[config.mk]
export PLATFORM = sky130hd
export DESIGN_NAME = spd_data_dma
export DESIGN_NICKNAME = d
export VERILOG_FILES = /design/src/rtl/spd_pkg.sv /design/src/rtl/spd_fifo.sv /design/src/rtl/spd_shift.sv /design/src/rtl/spd_data_dma.sv
export SDC_FILE = /design/constraint.sdc
export NUM_CORES = 1
export LEC_CHECK = 0
export ABC_AREA = 1
export BUFFER_PORTS_ARGS = -buffer_cell sky130_fd_sc_hd__buf_2
export CAP_MARGIN = 20
export CORE_MARGIN = 8
export CORE_UTILIZATION = 34
export CTS_CLUSTER_SIZE = 12
export DETAILED_ROUTE_END_ITERATION = 10
export GPL_ROUTABILITY_DRIVEN = 0
export MAX_ROUTING_LAYER = met4
export PLACE_DENSITY = 0.56
export SKIP_CTS_REPAIR_TIMING = 1
export SYNTH_ARGS = -nofsm -noshare
export SYNTH_HDL_FRONTEND = slang
export SYNTH_SLANG_ARGS = --single-unit
[constraint.sdc]
create_clock -name clk -period 7.4 [get_ports clk]
set_clock_uncertainty 0.05 [all_clocks]
set_input_delay 0.74 -clock clk [delete_from_list [all_inputs] [get_ports clk]]
set_output_delay 0.74 -clock clk [all_outputs]
set_load 0.1 [all_outputs]
[src/rtl/spd_pkg.sv]
// Shared constants and types for the SPI data and DMA setup block
package spd_pkg;
    // ************************************************************
    // Register indices (byte address is four times the index)
    // ************************************************************
    localparam int WB_ADR_W = 18;
    localparam int IDX_W = 16;
    localparam logic [IDX_W-1:0] IDX_CTRL = 16'hC0D0;
    localparam logic [IDX_W-1:0] IDX_IRQ_STAT = 16'hC0D2;
    localparam logic [IDX_W-1:0] IDX_IRQ_MASK = 16'hC0D4;
    localparam logic [IDX_W-1:0] IDX_DATA = 16'hC0D6;
    localparam logic [IDX_W-1:0] IDX_TX_BASE = 16'hC0D8;
    localparam logic [IDX_W-1:0] IDX_TX_LEN = 16'hC0DA;
    localparam logic [IDX_W-1:0] IDX_RX_BASE = 16'hC0DC;
    localparam logic [IDX_W-1:0] IDX_RX_LEN = 16'hC0DE;
    // ************************************************************
    // Field layout and reset values
    // ************************************************************
    localparam int DATA_W = 8;
    localparam int CNT_W = 11;
    localparam int BLEN_W = 3;
    localparam int FIFO_DEPTH = 8;
    localparam logic [BLEN_W-1:0] BLEN_RST = 3'h7;
    localparam logic [15:0] BASE_RST = 16'h0000;
    localparam logic [CNT_W-1:0] CNT_RST = 11'h000;
    localparam int CTRL_DMA_MODE = 3;
    localparam int CTRL_TX_GO = 4;
    localparam int CTRL_RX_GO = 5;
    localparam int CTRL_RX_RDY = 8;
    localparam int CTRL_TX_FREE = 9;
    localparam int IRQ_W = 5;
    localparam int IRQ_RX = 0;
    localparam int IRQ_TX_DONE = 1;
    localparam int IRQ_RX_OVF = 2;
    localparam int IRQ_TX_DMA = 3;
    localparam int IRQ_RX_DMA = 4;
    // ************************************************************
    // Types
    // ************************************************************
    typedef enum logic [2:0] {
        SPD_IDLE = 3'h1,
        SPD_TX_RD = 3'h2,
        SPD_RX_WR = 3'h4
    } spd_dma_st_t;
    typedef struct packed {
        logic req;
        logic we;
        logic [15:0] addr;
        logic [DATA_W-1:0] wdata;
    } spd_mem_req_t;
    typedef struct packed {
        logic dma_mode;
        logic [BLEN_W-1:0] blen_m1;
    } spd_ctrl_t;
endpackage

[src/rtl/spd_fifo.sv]
// Receive byte FIFO
`timescale 1ns/10ps
module spd_fifo
    import spd_pkg::*;
#(
    parameter int W = DATA_W,
    parameter int DEPTH = FIFO_DEPTH
) (
    input wire logic clk,
    input wire logic srst,
    input wire logic push,
    input wire logic [W-1:0] din,
    input wire logic pop,
    output logic [W-1:0] dout,
    output logic full,
    output logic empty
);
    localparam int AW = $clog2(DEPTH);
    logic [W-1:0] mem_q [DEPTH];
    logic [AW-1:0] wr_q, wr_d, rd_q, rd_d;
    logic [AW:0] cnt_q, cnt_d;
    logic do_push, do_pop;

    assign full = (cnt_q == (AW+1)'(DEPTH));
    assign empty = (cnt_q == '0);
    assign dout = mem_q[rd_q];
    // Push into a full FIFO is dropped even with a pop in the same cycle; caller reports it only when no pop
    assign do_push = push & ~full;
    assign do_pop = pop & ~empty;

    always_comb begin
        wr_d = do_push ? ((wr_q == AW'(DEPTH-1)) ? '0 : wr_q + 1'b1) : wr_q;
        rd_d = do_pop ? ((rd_q == AW'(DEPTH-1)) ? '0 : rd_q + 1'b1) : rd_q;
        cnt_d = cnt_q + (AW+1)'(do_push) - (AW+1)'(do_pop);
    end

    always_ff @(posedge clk) begin
        if (srst) begin
            wr_q <= '0;
            rd_q <= '0;
            cnt_q <= '0;
        end else begin
            wr_q <= wr_d;
            rd_q <= rd_d;
            cnt_q <= cnt_d;
        end
        if (do_push) begin
            mem_q[wr_q] <= din;
        end
    end
endmodule

[src/rtl/spd_shift.sv]
// SPI slave shift engine sampling the link clock on the system clock
`timescale 1ns/10ps
module spd_shift
    import spd_pkg::*;
(
    input wire logic clk,
    input wire logic srst,
    input wire logic sck_i,
    input wire logic ss_n_i,
    input wire logic mosi_i,
    output logic miso_o,
    output logic miso_oe,
    input wire logic [BLEN_W-1:0] blen_m1,
    input wire logic tx_load,
    input wire logic [DATA_W-1:0] tx_data,
    output logic tx_free,
    output logic tx_done,
    output logic rx_valid,
    output logic [DATA_W-1:0] rx_data
);
    // ************************************************************
    // Synchronisers; edges come from stages two and three only
    // ************************************************************
    logic [2:0] sck_q;
    logic [1:0] ss_q, mosi_q;
    logic rise, fall, sel;

    always_ff @(posedge clk) begin
        if (srst) begin
            sck_q <= '0;
            ss_q <= 2'h3;
            mosi_q <= '0;
        end else begin
            sck_q <= {sck_q[1:0], sck_i};
            ss_q <= {ss_q[0], ss_n_i};
            mosi_q <= {mosi_q[0], mosi_i};
        end
    end
    assign rise = sck_q[1] & ~sck_q[2];
    assign fall = ~sck_q[1] & sck_q[2];
    assign sel = ~ss_q[1];

    // ************************************************************
    // Shift state
    // ************************************************************
    logic [DATA_W-1:0] sr_q, sr_d, rsr_q, rsr_d, nxt_q, nxt_d, rxd_q, rxd_d;
    logic [BLEN_W-1:0] cnt_q, cnt_d;
    logic nxt_v_q, nxt_v_d, cur_v_q, cur_v_d, busy_q, busy_d;
    logic rxv_q, rxv_d, txd_q, txd_d, oe_q, oe_d;
    logic [DATA_W-1:0] rin;

    always_comb begin
        sr_d = sr_q;
        rsr_d = rsr_q;
        nxt_d = nxt_q;
        nxt_v_d = nxt_v_q;
        cur_v_d = cur_v_q;
        busy_d = busy_q;
        cnt_d = cnt_q;
        rxd_d = rxd_q;
        rxv_d = 1'b0;
        txd_d = 1'b0;
        oe_d = sel;
        rin = {rsr_q[DATA_W-2:0], mosi_q[1]};
        if (tx_load && !nxt_v_q) begin
            nxt_d = tx_data;
            nxt_v_d = 1'b1;
        end
        if (!busy_q && nxt_v_q && !cur_v_q) begin
            // Low bits go out MSB first, so align them to the top
            sr_d = nxt_q << (BLEN_RST - blen_m1);
            cur_v_d = 1'b1;
            nxt_v_d = 1'b0;
        end
        if (!sel) begin
            cnt_d = '0;
            busy_d = 1'b0;
        end else if (rise) begin
            rsr_d = rin;
            busy_d = 1'b1;
            cnt_d = cnt_q + 1'b1;
            if (cnt_q == blen_m1) begin
                // Frame ends after the programmed number of bits
                rxd_d = rin & (8'hFF >> (BLEN_RST - blen_m1));
                rxv_d = 1'b1;
                txd_d = cur_v_q;
                cur_v_d = 1'b0;
                cnt_d = '0;
                busy_d = 1'b0;
                sr_d = '0;
            end
        end else if (fall && busy_q) begin
            sr_d = {sr_q[DATA_W-2:0], 1'b0};
        end
    end

    always_ff @(posedge clk) begin
        if (srst) begin
            sr_q <= '0;
            rsr_q <= '0;
            nxt_q <= '0;
            rxd_q <= '0;
            nxt_v_q <= 1'b0;
            cur_v_q <= 1'b0;
            busy_q <= 1'b0;
            cnt_q <= '0;
            rxv_q <= 1'b0;
            txd_q <= 1'b0;
            oe_q <= 1'b0;
        end else begin
            sr_q <= sr_d;
            rsr_q <= rsr_d;
            nxt_q <= nxt_d;
            rxd_q <= rxd_d;
            nxt_v_q <= nxt_v_d;
            cur_v_q <= cur_v_d;
            busy_q <= busy_d;
            cnt_q <= cnt_d;
            rxv_q <= rxv_d;
            txd_q <= txd_d;
            oe_q <= oe_d;
        end
    end

    assign miso_o = sr_q[DATA_W-1];
    assign miso_oe = oe_q;
    assign tx_free = ~nxt_v_q;
    assign tx_done = txd_q;
    assign rx_valid = rxv_q;
    assign rx_data = rxd_q;
endmodule

[src/rtl/spd_data_dma.sv]
// SPI data register, receive FIFO and DMA setup with Wishbone registers
`timescale 1ns/10ps
module spd_data_dma
    import spd_pkg::*;
(
    input wire logic clk,
    input wire logic srst,
    input wire logic wb_cyc_i,
    input wire logic wb_stb_i,
    input wire logic wb_we_i,
    input wire logic [3:0] wb_sel_i,
    input wire logic [WB_ADR_W-1:0] wb_adr_i,
    input wire logic [31:0] wb_dat_i,
    output logic [31:0] wb_dat_o,
    output logic wb_ack_o,
    output logic irq_o,
    input wire logic spi_sck_i,
    input wire logic spi_ss_n_i,
    input wire logic spi_mosi_i,
    output logic spi_miso_o,
    output logic spi_miso_oe,
    output spd_mem_req_t mem_req_o,
    input wire logic [DATA_W-1:0] mem_rdata_i,
    input wire logic mem_ack_i
);
    // ************************************************************
    // Bus decode
    // ************************************************************
    logic ack_q, ack_d;
    logic acc, wr, rd;
    logic [IDX_W-1:0] idx;

    // One access per request; ack drops the cycle after it rose
    assign acc = wb_cyc_i & wb_stb_i & ~ack_q;
    assign wr = acc & wb_we_i;
    assign rd = acc & ~wb_we_i;
    assign idx = wb_adr_i[WB_ADR_W-1:2];

    function automatic logic [15:0] lane_merge(
        input logic [15:0] old_v,
        input logic [31:0] new_v,
        input logic [3:0] sel
    );
        logic [15:0] r;
        r = old_v;
        if (sel[0]) begin
            r[7:0] = new_v[7:0];
        end
        if (sel[1]) begin
            r[15:8] = new_v[15:8];
        end
        return r;
    endfunction

    // ************************************************************
    // Register state
    // ************************************************************
    spd_ctrl_t ctrl_q, ctrl_d;
    logic [IRQ_W-1:0] stat_q, stat_d, mask_q, mask_d, ev;
    logic [15:0] tx_base_q, tx_base_d, rx_base_q, rx_base_d;
    logic [CNT_W-1:0] tx_len_q, tx_len_d, rx_len_q, rx_len_d;
    logic [31:0] rdat_q, rdat_d;
    logic irq_q, irq_d;
    logic [15:0] wv;

    // ************************************************************
    // DMA state
    // ************************************************************
    spd_dma_st_t st_q, st_d;
    spd_mem_req_t mem_q, mem_d;
    logic tx_act_q, tx_act_d, rx_act_q, rx_act_d;
    logic [CNT_W-1:0] tx_idx_q, tx_idx_d, rx_idx_q, rx_idx_d;
    logic tx_dma_done, rx_dma_done;

    // ************************************************************
    // Shift engine and receive FIFO
    // ************************************************************
    logic sh_load, sh_free, sh_txdone, sh_rxv;
    logic [DATA_W-1:0] sh_rxd, sh_ld_data;
    logic f_pop, f_full, f_empty, sw_pop, dma_pop;
    logic [DATA_W-1:0] f_dout;
    logic sw_load, dma_load;

    spd_shift u_shift (
        .clk(clk),
        .srst(srst),
        .sck_i(spi_sck_i),
        .ss_n_i(spi_ss_n_i),
        .mosi_i(spi_mosi_i),
        .miso_o(spi_miso_o),
        .miso_oe(spi_miso_oe),
        .blen_m1(ctrl_q.blen_m1),
        .tx_load(sh_load),
        .tx_data(sh_ld_data),
        .tx_free(sh_free),
        .tx_done(sh_txdone),
        .rx_valid(sh_rxv),
        .rx_data(sh_rxd)
    );

    spd_fifo #(
        .W(DATA_W),
        .DEPTH(FIFO_DEPTH)
    ) u_fifo (
        .clk(clk),
        .srst(srst),
        .push(sh_rxv),
        .din(sh_rxd),
        .pop(f_pop),
        .dout(f_dout),
        .full(f_full),
        .empty(f_empty)
    );

    // Software pops only while receive DMA is not draining the FIFO
    assign sw_pop = rd & (idx == IDX_DATA) & ~rx_act_q & ~f_empty;
    assign f_pop = sw_pop | dma_pop;
    // Writes while the holding byte is full are dropped, not queued
    assign sw_load = wr & (idx == IDX_DATA) & ~ctrl_q.dma_mode & sh_free;
    assign sh_load = sw_load | dma_load;
    assign sh_ld_data = dma_load ? mem_rdata_i : wb_dat_i[DATA_W-1:0];

    // ************************************************************
    // Register file next state
    // ************************************************************
    always_comb begin
        ack_d = acc;
        ctrl_d = ctrl_q;
        mask_d = mask_q;
        tx_base_d = tx_base_q;
        rx_base_d = rx_base_q;
        tx_len_d = tx_len_q;
        rx_len_d = rx_len_q;
        rdat_d = rdat_q;
        wv = '0;
        ev = '0;
        ev[IRQ_RX] = sh_rxv;
        ev[IRQ_TX_DONE] = sh_txdone;
        ev[IRQ_RX_OVF] = sh_rxv & f_full & ~f_pop;
        ev[IRQ_TX_DMA] = tx_dma_done;
        ev[IRQ_RX_DMA] = rx_dma_done;
        stat_d = stat_q | ev;
        if (wr) begin
            case (idx)
                IDX_CTRL: begin
                    wv = lane_merge({12'h000, ctrl_q}, wb_dat_i, wb_sel_i);
                    ctrl_d = wv[BLEN_W:0];
                end
                IDX_IRQ_STAT: begin
                    // New events win over a clearing write in the same cycle
                    wv = lane_merge(16'h0000, wb_dat_i, wb_sel_i);
                    stat_d = (stat_q & ~wv[IRQ_W-1:0]) | ev;
                end
                IDX_IRQ_MASK: begin
                    wv = lane_merge({11'h000, mask_q}, wb_dat_i, wb_sel_i);
                    mask_d = wv[IRQ_W-1:0];
                end
                IDX_TX_BASE: begin
                    tx_base_d = lane_merge(tx_base_q, wb_dat_i, wb_sel_i);
                end
                IDX_TX_LEN: begin
                    wv = lane_merge({5'h00, tx_len_q}, wb_dat_i, wb_sel_i);
                    tx_len_d = wv[CNT_W-1:0];
                end
                IDX_RX_BASE: begin
                    rx_base_d = lane_merge(rx_base_q, wb_dat_i, wb_sel_i);
                end
                IDX_RX_LEN: begin
                    wv = lane_merge({5'h00, rx_len_q}, wb_dat_i, wb_sel_i);
                    rx_len_d = wv[CNT_W-1:0];
                end
                default: begin
                    wv = '0;
                end
            endcase
        end
        if (rd) begin
            rdat_d = '0;
            case (idx)
                IDX_CTRL: begin
                    rdat_d[BLEN_W:0] = ctrl_q;
                    rdat_d[CTRL_TX_GO] = tx_act_q;
                    rdat_d[CTRL_RX_GO] = rx_act_q;
                    rdat_d[CTRL_RX_RDY] = ~f_empty;
                    rdat_d[CTRL_TX_FREE] = sh_free;
                end
                IDX_IRQ_STAT: rdat_d[IRQ_W-1:0] = stat_q;
                IDX_IRQ_MASK: rdat_d[IRQ_W-1:0] = mask_q;
                IDX_DATA: rdat_d[DATA_W-1:0] = f_empty ? '0 : f_dout;
                IDX_TX_BASE: rdat_d[15:0] = tx_base_q;
                IDX_TX_LEN: rdat_d[CNT_W-1:0] = tx_len_q;
                IDX_RX_BASE: rdat_d[15:0] = rx_base_q;
                IDX_RX_LEN: rdat_d[CNT_W-1:0] = rx_len_q;
                default: rdat_d = '0;
            endcase
        end
        irq_d = |(stat_d & mask_d);
    end

    always_ff @(posedge clk) begin
        if (srst) begin
            ack_q <= 1'b0;
            ctrl_q <= '{dma_mode: 1'b0, blen_m1: BLEN_RST};
            stat_q <= '0;
            mask_q <= '0;
            tx_base_q <= BASE_RST;
            rx_base_q <= BASE_RST;
            tx_len_q <= CNT_RST;
            rx_len_q <= CNT_RST;
            rdat_q <= '0;
            irq_q <= 1'b0;
        end else begin
            ack_q <= ack_d;
            ctrl_q <= ctrl_d;
            stat_q <= stat_d;
            mask_q <= mask_d;
            tx_base_q <= tx_base_d;
            rx_base_q <= rx_base_d;
            tx_len_q <= tx_len_d;
            rx_len_q <= rx_len_d;
            rdat_q <= rdat_d;
            irq_q <= irq_d;
        end
    end

    // ************************************************************
    // DMA engine: one memory port shared, transmit served first
    // ************************************************************
    always_comb begin
        st_d = st_q;
        mem_d = mem_q;
        tx_act_d = tx_act_q;
        rx_act_d = rx_act_q;
        tx_idx_d = tx_idx_q;
        rx_idx_d = rx_idx_q;
        tx_dma_done = 1'b0;
        rx_dma_done = 1'b0;
        dma_pop = 1'b0;
        dma_load = 1'b0;
        if (wr && idx == IDX_CTRL && wb_sel_i[0] && ctrl_d.dma_mode) begin
            // Start resets the byte index and restarts a block in flight; a memory ack that cycle advances the index, a block at its length stops
            if (wb_dat_i[CTRL_TX_GO]) begin
                tx_act_d = 1'b1;
                tx_idx_d = '0;
            end
            if (wb_dat_i[CTRL_RX_GO]) begin
                rx_act_d = 1'b1;
                rx_idx_d = '0;
            end
        end
        case (st_q)
            SPD_IDLE: begin
                if (tx_act_q && tx_idx_q == tx_len_q) begin
                    tx_act_d = 1'b0;
                    tx_dma_done = 1'b1;
                end else if (tx_act_q && sh_free) begin
                    mem_d = '{req: 1'b1, we: 1'b0, addr: tx_base_q + {5'h00, tx_idx_q},
                              wdata: '0};
                    st_d = SPD_TX_RD;
                end else if (rx_act_q && rx_idx_q == rx_len_q) begin
                    rx_act_d = 1'b0;
                    rx_dma_done = 1'b1;
                end else if (rx_act_q && !f_empty) begin
                    mem_d = '{req: 1'b1, we: 1'b1, addr: rx_base_q + {5'h00, rx_idx_q},
                              wdata: f_dout};
                    dma_pop = 1'b1;
                    st_d = SPD_RX_WR;
                end
            end
            SPD_TX_RD: begin
                if (mem_ack_i) begin
                    mem_d.req = 1'b0;
                    dma_load = 1'b1;
                    tx_idx_d = tx_idx_q + 1'b1;
                    st_d = SPD_IDLE;
                end
            end
            SPD_RX_WR: begin
                if (mem_ack_i) begin
                    mem_d.req = 1'b0;
                    rx_idx_d = rx_idx_q + 1'b1;
                    st_d = SPD_IDLE;
                end
            end
            default: begin
                st_d = SPD_IDLE;
                mem_d.req = 1'b0;
            end
        endcase
    end

    always_ff @(posedge clk) begin
        if (srst) begin
            st_q <= SPD_IDLE;
            mem_q <= '0;
            tx_act_q <= 1'b0;
            rx_act_q <= 1'b0;
            tx_idx_q <= '0;
            rx_idx_q <= '0;
        end else begin
            st_q <= st_d;
            mem_q <= mem_d;
            tx_act_q <= tx_act_d;
            rx_act_q <= rx_act_d;
            tx_idx_q <= tx_idx_d;
            rx_idx_q <= rx_idx_d;
        end
    end

    // ************************************************************
    // Outputs
    // ************************************************************
    assign wb_ack_o = ack_q;
    assign wb_dat_o = rdat_q;
    assign irq_o = irq_q;
    assign mem_req_o = mem_q;
endmodule

==> impl_metrics.json <==
{
  "drt_iter0_markers": 953,
  "io_buffers": 96,
  "dp.final_hpwl_um": 30280,
  "p_per_area_nw_per_um2": 201.1,
  "required_ps": 7780,
  "cp_slowest_cell": "nor2_2",
  "cts_tree": "built",
  "wire_per_inst_um": 17.12,
  "post_dp_cell_area_um2": 14270,
  "cts_buffers": 29,
  "worstPathCellList": "nor2_2 -> inv_2 -> nand2_1 -> a21oi_1 -> nand2_1 -> nand2_1 -> ha_1 -> inv_1 -> ha_1 -> inv_1 -> fa_1 -> xor2_1 -> nor2_1",
  "clock_latency_ps": 570,
  "routed_wl_um": 40950,
  "end_kind": "flip-flop",
  "setup.worst_path.class": "reg2reg",
  "grt_pass1_wl_um": 63650,
  "vias_per_cell": 5.079,
  "die-area_um2": 46030,
  "final-max-slew-violation-count": 0,
  "start_kind": "flip-flop",
  "clockBufferDepth": 3,
  "dr.pass1.iters": 6,
  "num_rows": 72,
  "max_freq_mhz": 272.9,
  "critPathMaxFanout": 18,
  "ys_seq_area_frac": 0.4407,
  "drive_gt1_frac": 0.1203,
  "start_util": 0.3460,
  "finalCritPeriodShare": 0.4952,
  "whs_endpoint": "u_shift.ss_q[0]",
  "yosysMostFrequentCell": "nand2_1",
  "min_from": "spi_ss_n_i",
  "ys_ff_latch": 263,
  "timing.final.ws_setup_ps": 3735,
  "coreArea_um2": 38740,
  "ys.flop_type": "dfxtp_1",
  "timing.rr.end": "u_fifo.cnt_q[2]",
  "antenna_found_initial": 4,
  "critical_path.max_stage_delay_ps": 740,
  "fill_cells": 4058,
  "place_ws_ps": 3774,
  "drc_errors": 0,
  "vias": 12150,
  "finalHoldViolations": 0,
  "crit_path_frequent_cell": "nand2_1",
  "grt_max_degree": 76,
  "maxSlewHeadroom": 0.3204,
  "nets": 1957,
  "area_delta_synth_final_pct": 13.62,
  "hold_ws_ps": 304.3,
  "setup_viol": 0,
  "setup_tns_ps": 0,
  "ant_nets": 0,
  "ff2ff_setup_slack_ps": 3740,
  "ir_drop_uv": 162.8,
  "fin_util": 0.3931,
  "syn_avg_cell_area_um2": 7.567,
  "grt_use_total": 0.1746,
  "cts.reportedPaths.clkPinSlew_ps": 60,
  "syn_inst": 1771,
  "grt_pass1_vias": 11470,
  "finalCriticalPeriod_ps": 3665,
  "htree_levels": 1,
  "yosys_warnings": 0,
  "ys_async_sr_fraction": 0,
  "synth_edf_count": 64,
  "synth_area_leader_cell": "dfxtp_1",
  "dieHeight_um": 214.5,
  "path_delay_family": "simple AND/OR/NAND/NOR gates",
  "netlist_area_um2": 13400,
  "whs_path_depth": 2,
  "r2r_start": "u_shift.nxt_v_q",
  "synth_commonest_cells": "nand2_1, nor2_1, dfxtp_1",
  "yosys-top-cells-area": "dfxtp_1, edfxtp_1, nand2_1",
  "worstPathArrival_ps": 4040,
  "p_leak_nw": 6.343,
  "ios": 133,
  "yosysUniqueCellTypes": 61,
  "cp_num_buf_inv": 3,
  "clock_sinks": 263,
  "cap_violations": 0,
  "grt_setup_unrepaired": "no",
  "yosys.area.top_type_share": 0.2973,
  "grt-ovfl-total": 0,
  "hp-class": "in2reg",
  "worstRegToRegCells": 13,
  "root_buffer": "clkbuf_16",
  "tightest_slew_ps": 1016,
  "status": "finished clean",
  "final_cell_area_um2": 15230,
  "die_w_um": 214.5
}
==> sequential cells by signal, indices dropped and copies added (netlist names), 7 cells and up, named ones only <==
signal / count
u_shift.rx_data: 8
rx_base_q: 16
mem_req_o: 26
u_shift.sr_q: 8
rx_len_q: 11
rx_idx_q: 11
tx_idx_q: 11
u_shift.rsr_q: 7
u_fifo.mem_q: 64
tx_base_q: 16
tx_len_q: 11
wb_dat_o: 16
u_shift.nxt_q: 8
==> worst max path at each step <==
| stage | start | to | slack, ps | cells after the start |
|---|---|---|---|---|
| 2_1_floorplan | wb_adr_i[13] | u_fifo.cnt_q[2] | 4550 | 14 |
| 3_3_place_gp | u_shift.nxt_v_q | u_fifo.cnt_q[2] | 3760 | 13 |
| 3_5_place_dp | tx_act_q | u_fifo.cnt_q[2] | 3770 | 14 |
| 4_1_cts | tx_act_q | u_fifo.cnt_q[2] | 3750 | 14 |
| 5_1_grt | tx_act_q | u_fifo.cnt_q[2] | 3470 | 14 |
| 6_report | u_shift.nxt_v_q | u_fifo.cnt_q[2] | 3740 | 13 |
==> layout make-up <==
type,count,area (µm²),share of cell area
repair buffers,103,535.5,0.03517
diodes,4,10.01,0.0006574
clock inverters,9,91.34,0.005998
inverters,215,809.5,0.05316
flip-flops and latches,263,5906,0.3878
multi-input cells,1236,6372,0.4185
well taps,518,648.1,0.04256
clock buffers,44,854.6,0.05612
==> layer usage <==
layer / GRT usage / part of all wire
met1: 0.2196 / 0.45
met4: 0.05827 / 0.034
met3: 0.03315 / 0.054
met2: 0.2796 / 0.46
met5: - / 0
==> logic make-up after synthesis <==
group	Yosys count	synth area share
and+or+nand+nor	731	0.2398
DFF	263	0.4407
AOI/OAI and AO/OA	435	0.1831
muxes	1	0.0007469
other	1	0.0002798
xor gates and xnor gates	15	0.009803
adders and majority gates	38	0.03716
buffers and inverters	287	0.08841
==> worst reg2reg max path, cell delays in order, from the launching register on <==
cell	delay, ps
dfxtp_1	390
nor2_2	740
inv_2	340
nand2_1	180
a21oi_1	100
nand2_1	310
nand2_1	220
ha_1	330
inv_1	60
ha_1	130
inv_1	60
fa_1	400
xor2_1	150
nor2_1	50
==> power breakdown <==
part	switching (mW)	total [mW]	internal, mW
logic	0.121	0.146	0.0251
clock network	0.609	1.44	0.833
registers	0.00362	1.47	1.47
total	0.734	3.06	2.33
==> cells in the final DEF, fill, tap and decap left out, types with 5 or more instances in the layout <==
cell type	Yosys	final
or2_2	5	5
xnor2_1	7	7
clkbuf_1	41	6
nand4_1	20	20
o21ai_1	15	15
o221ai_1	9	9
conb_1	1	16
ha_1	35	35
inv_1	195	194
nor2_2	6	8
a31oi_1	5	5
o211ai_1	10	10
nor2_4	7	7
a211oi_2	6	6
xor2_1	8	8
clkinv_2	2	7
clkbuf_8	0	7
dfxtp_1	199	199
a211oi_1	9	9
nor3_4	5	5
o21ai_0	173	173
nand2_1	342	342
clkbuf_16	0	29
buf_2	9	95
o22ai_1	25	25
nor3_1	25	25
inv_2	18	19
a21oi_1	153	153
nor2_1	207	205
edfxtp_1	64	64
buf_4	18	8
nand3_1	91	91
nand2_2	9	9
a21o_1	6	6
==> per-stage QoR <==
stage               power, mW  std cells
finish                  3.061       2392
global route            3.159       2392
CTS                     3.097       2388
detailed placement      1.651       2335
global placement        1.650       2335
floorplan               1.614       1786
No activity file was read; power rests on OpenSTA's default activity.
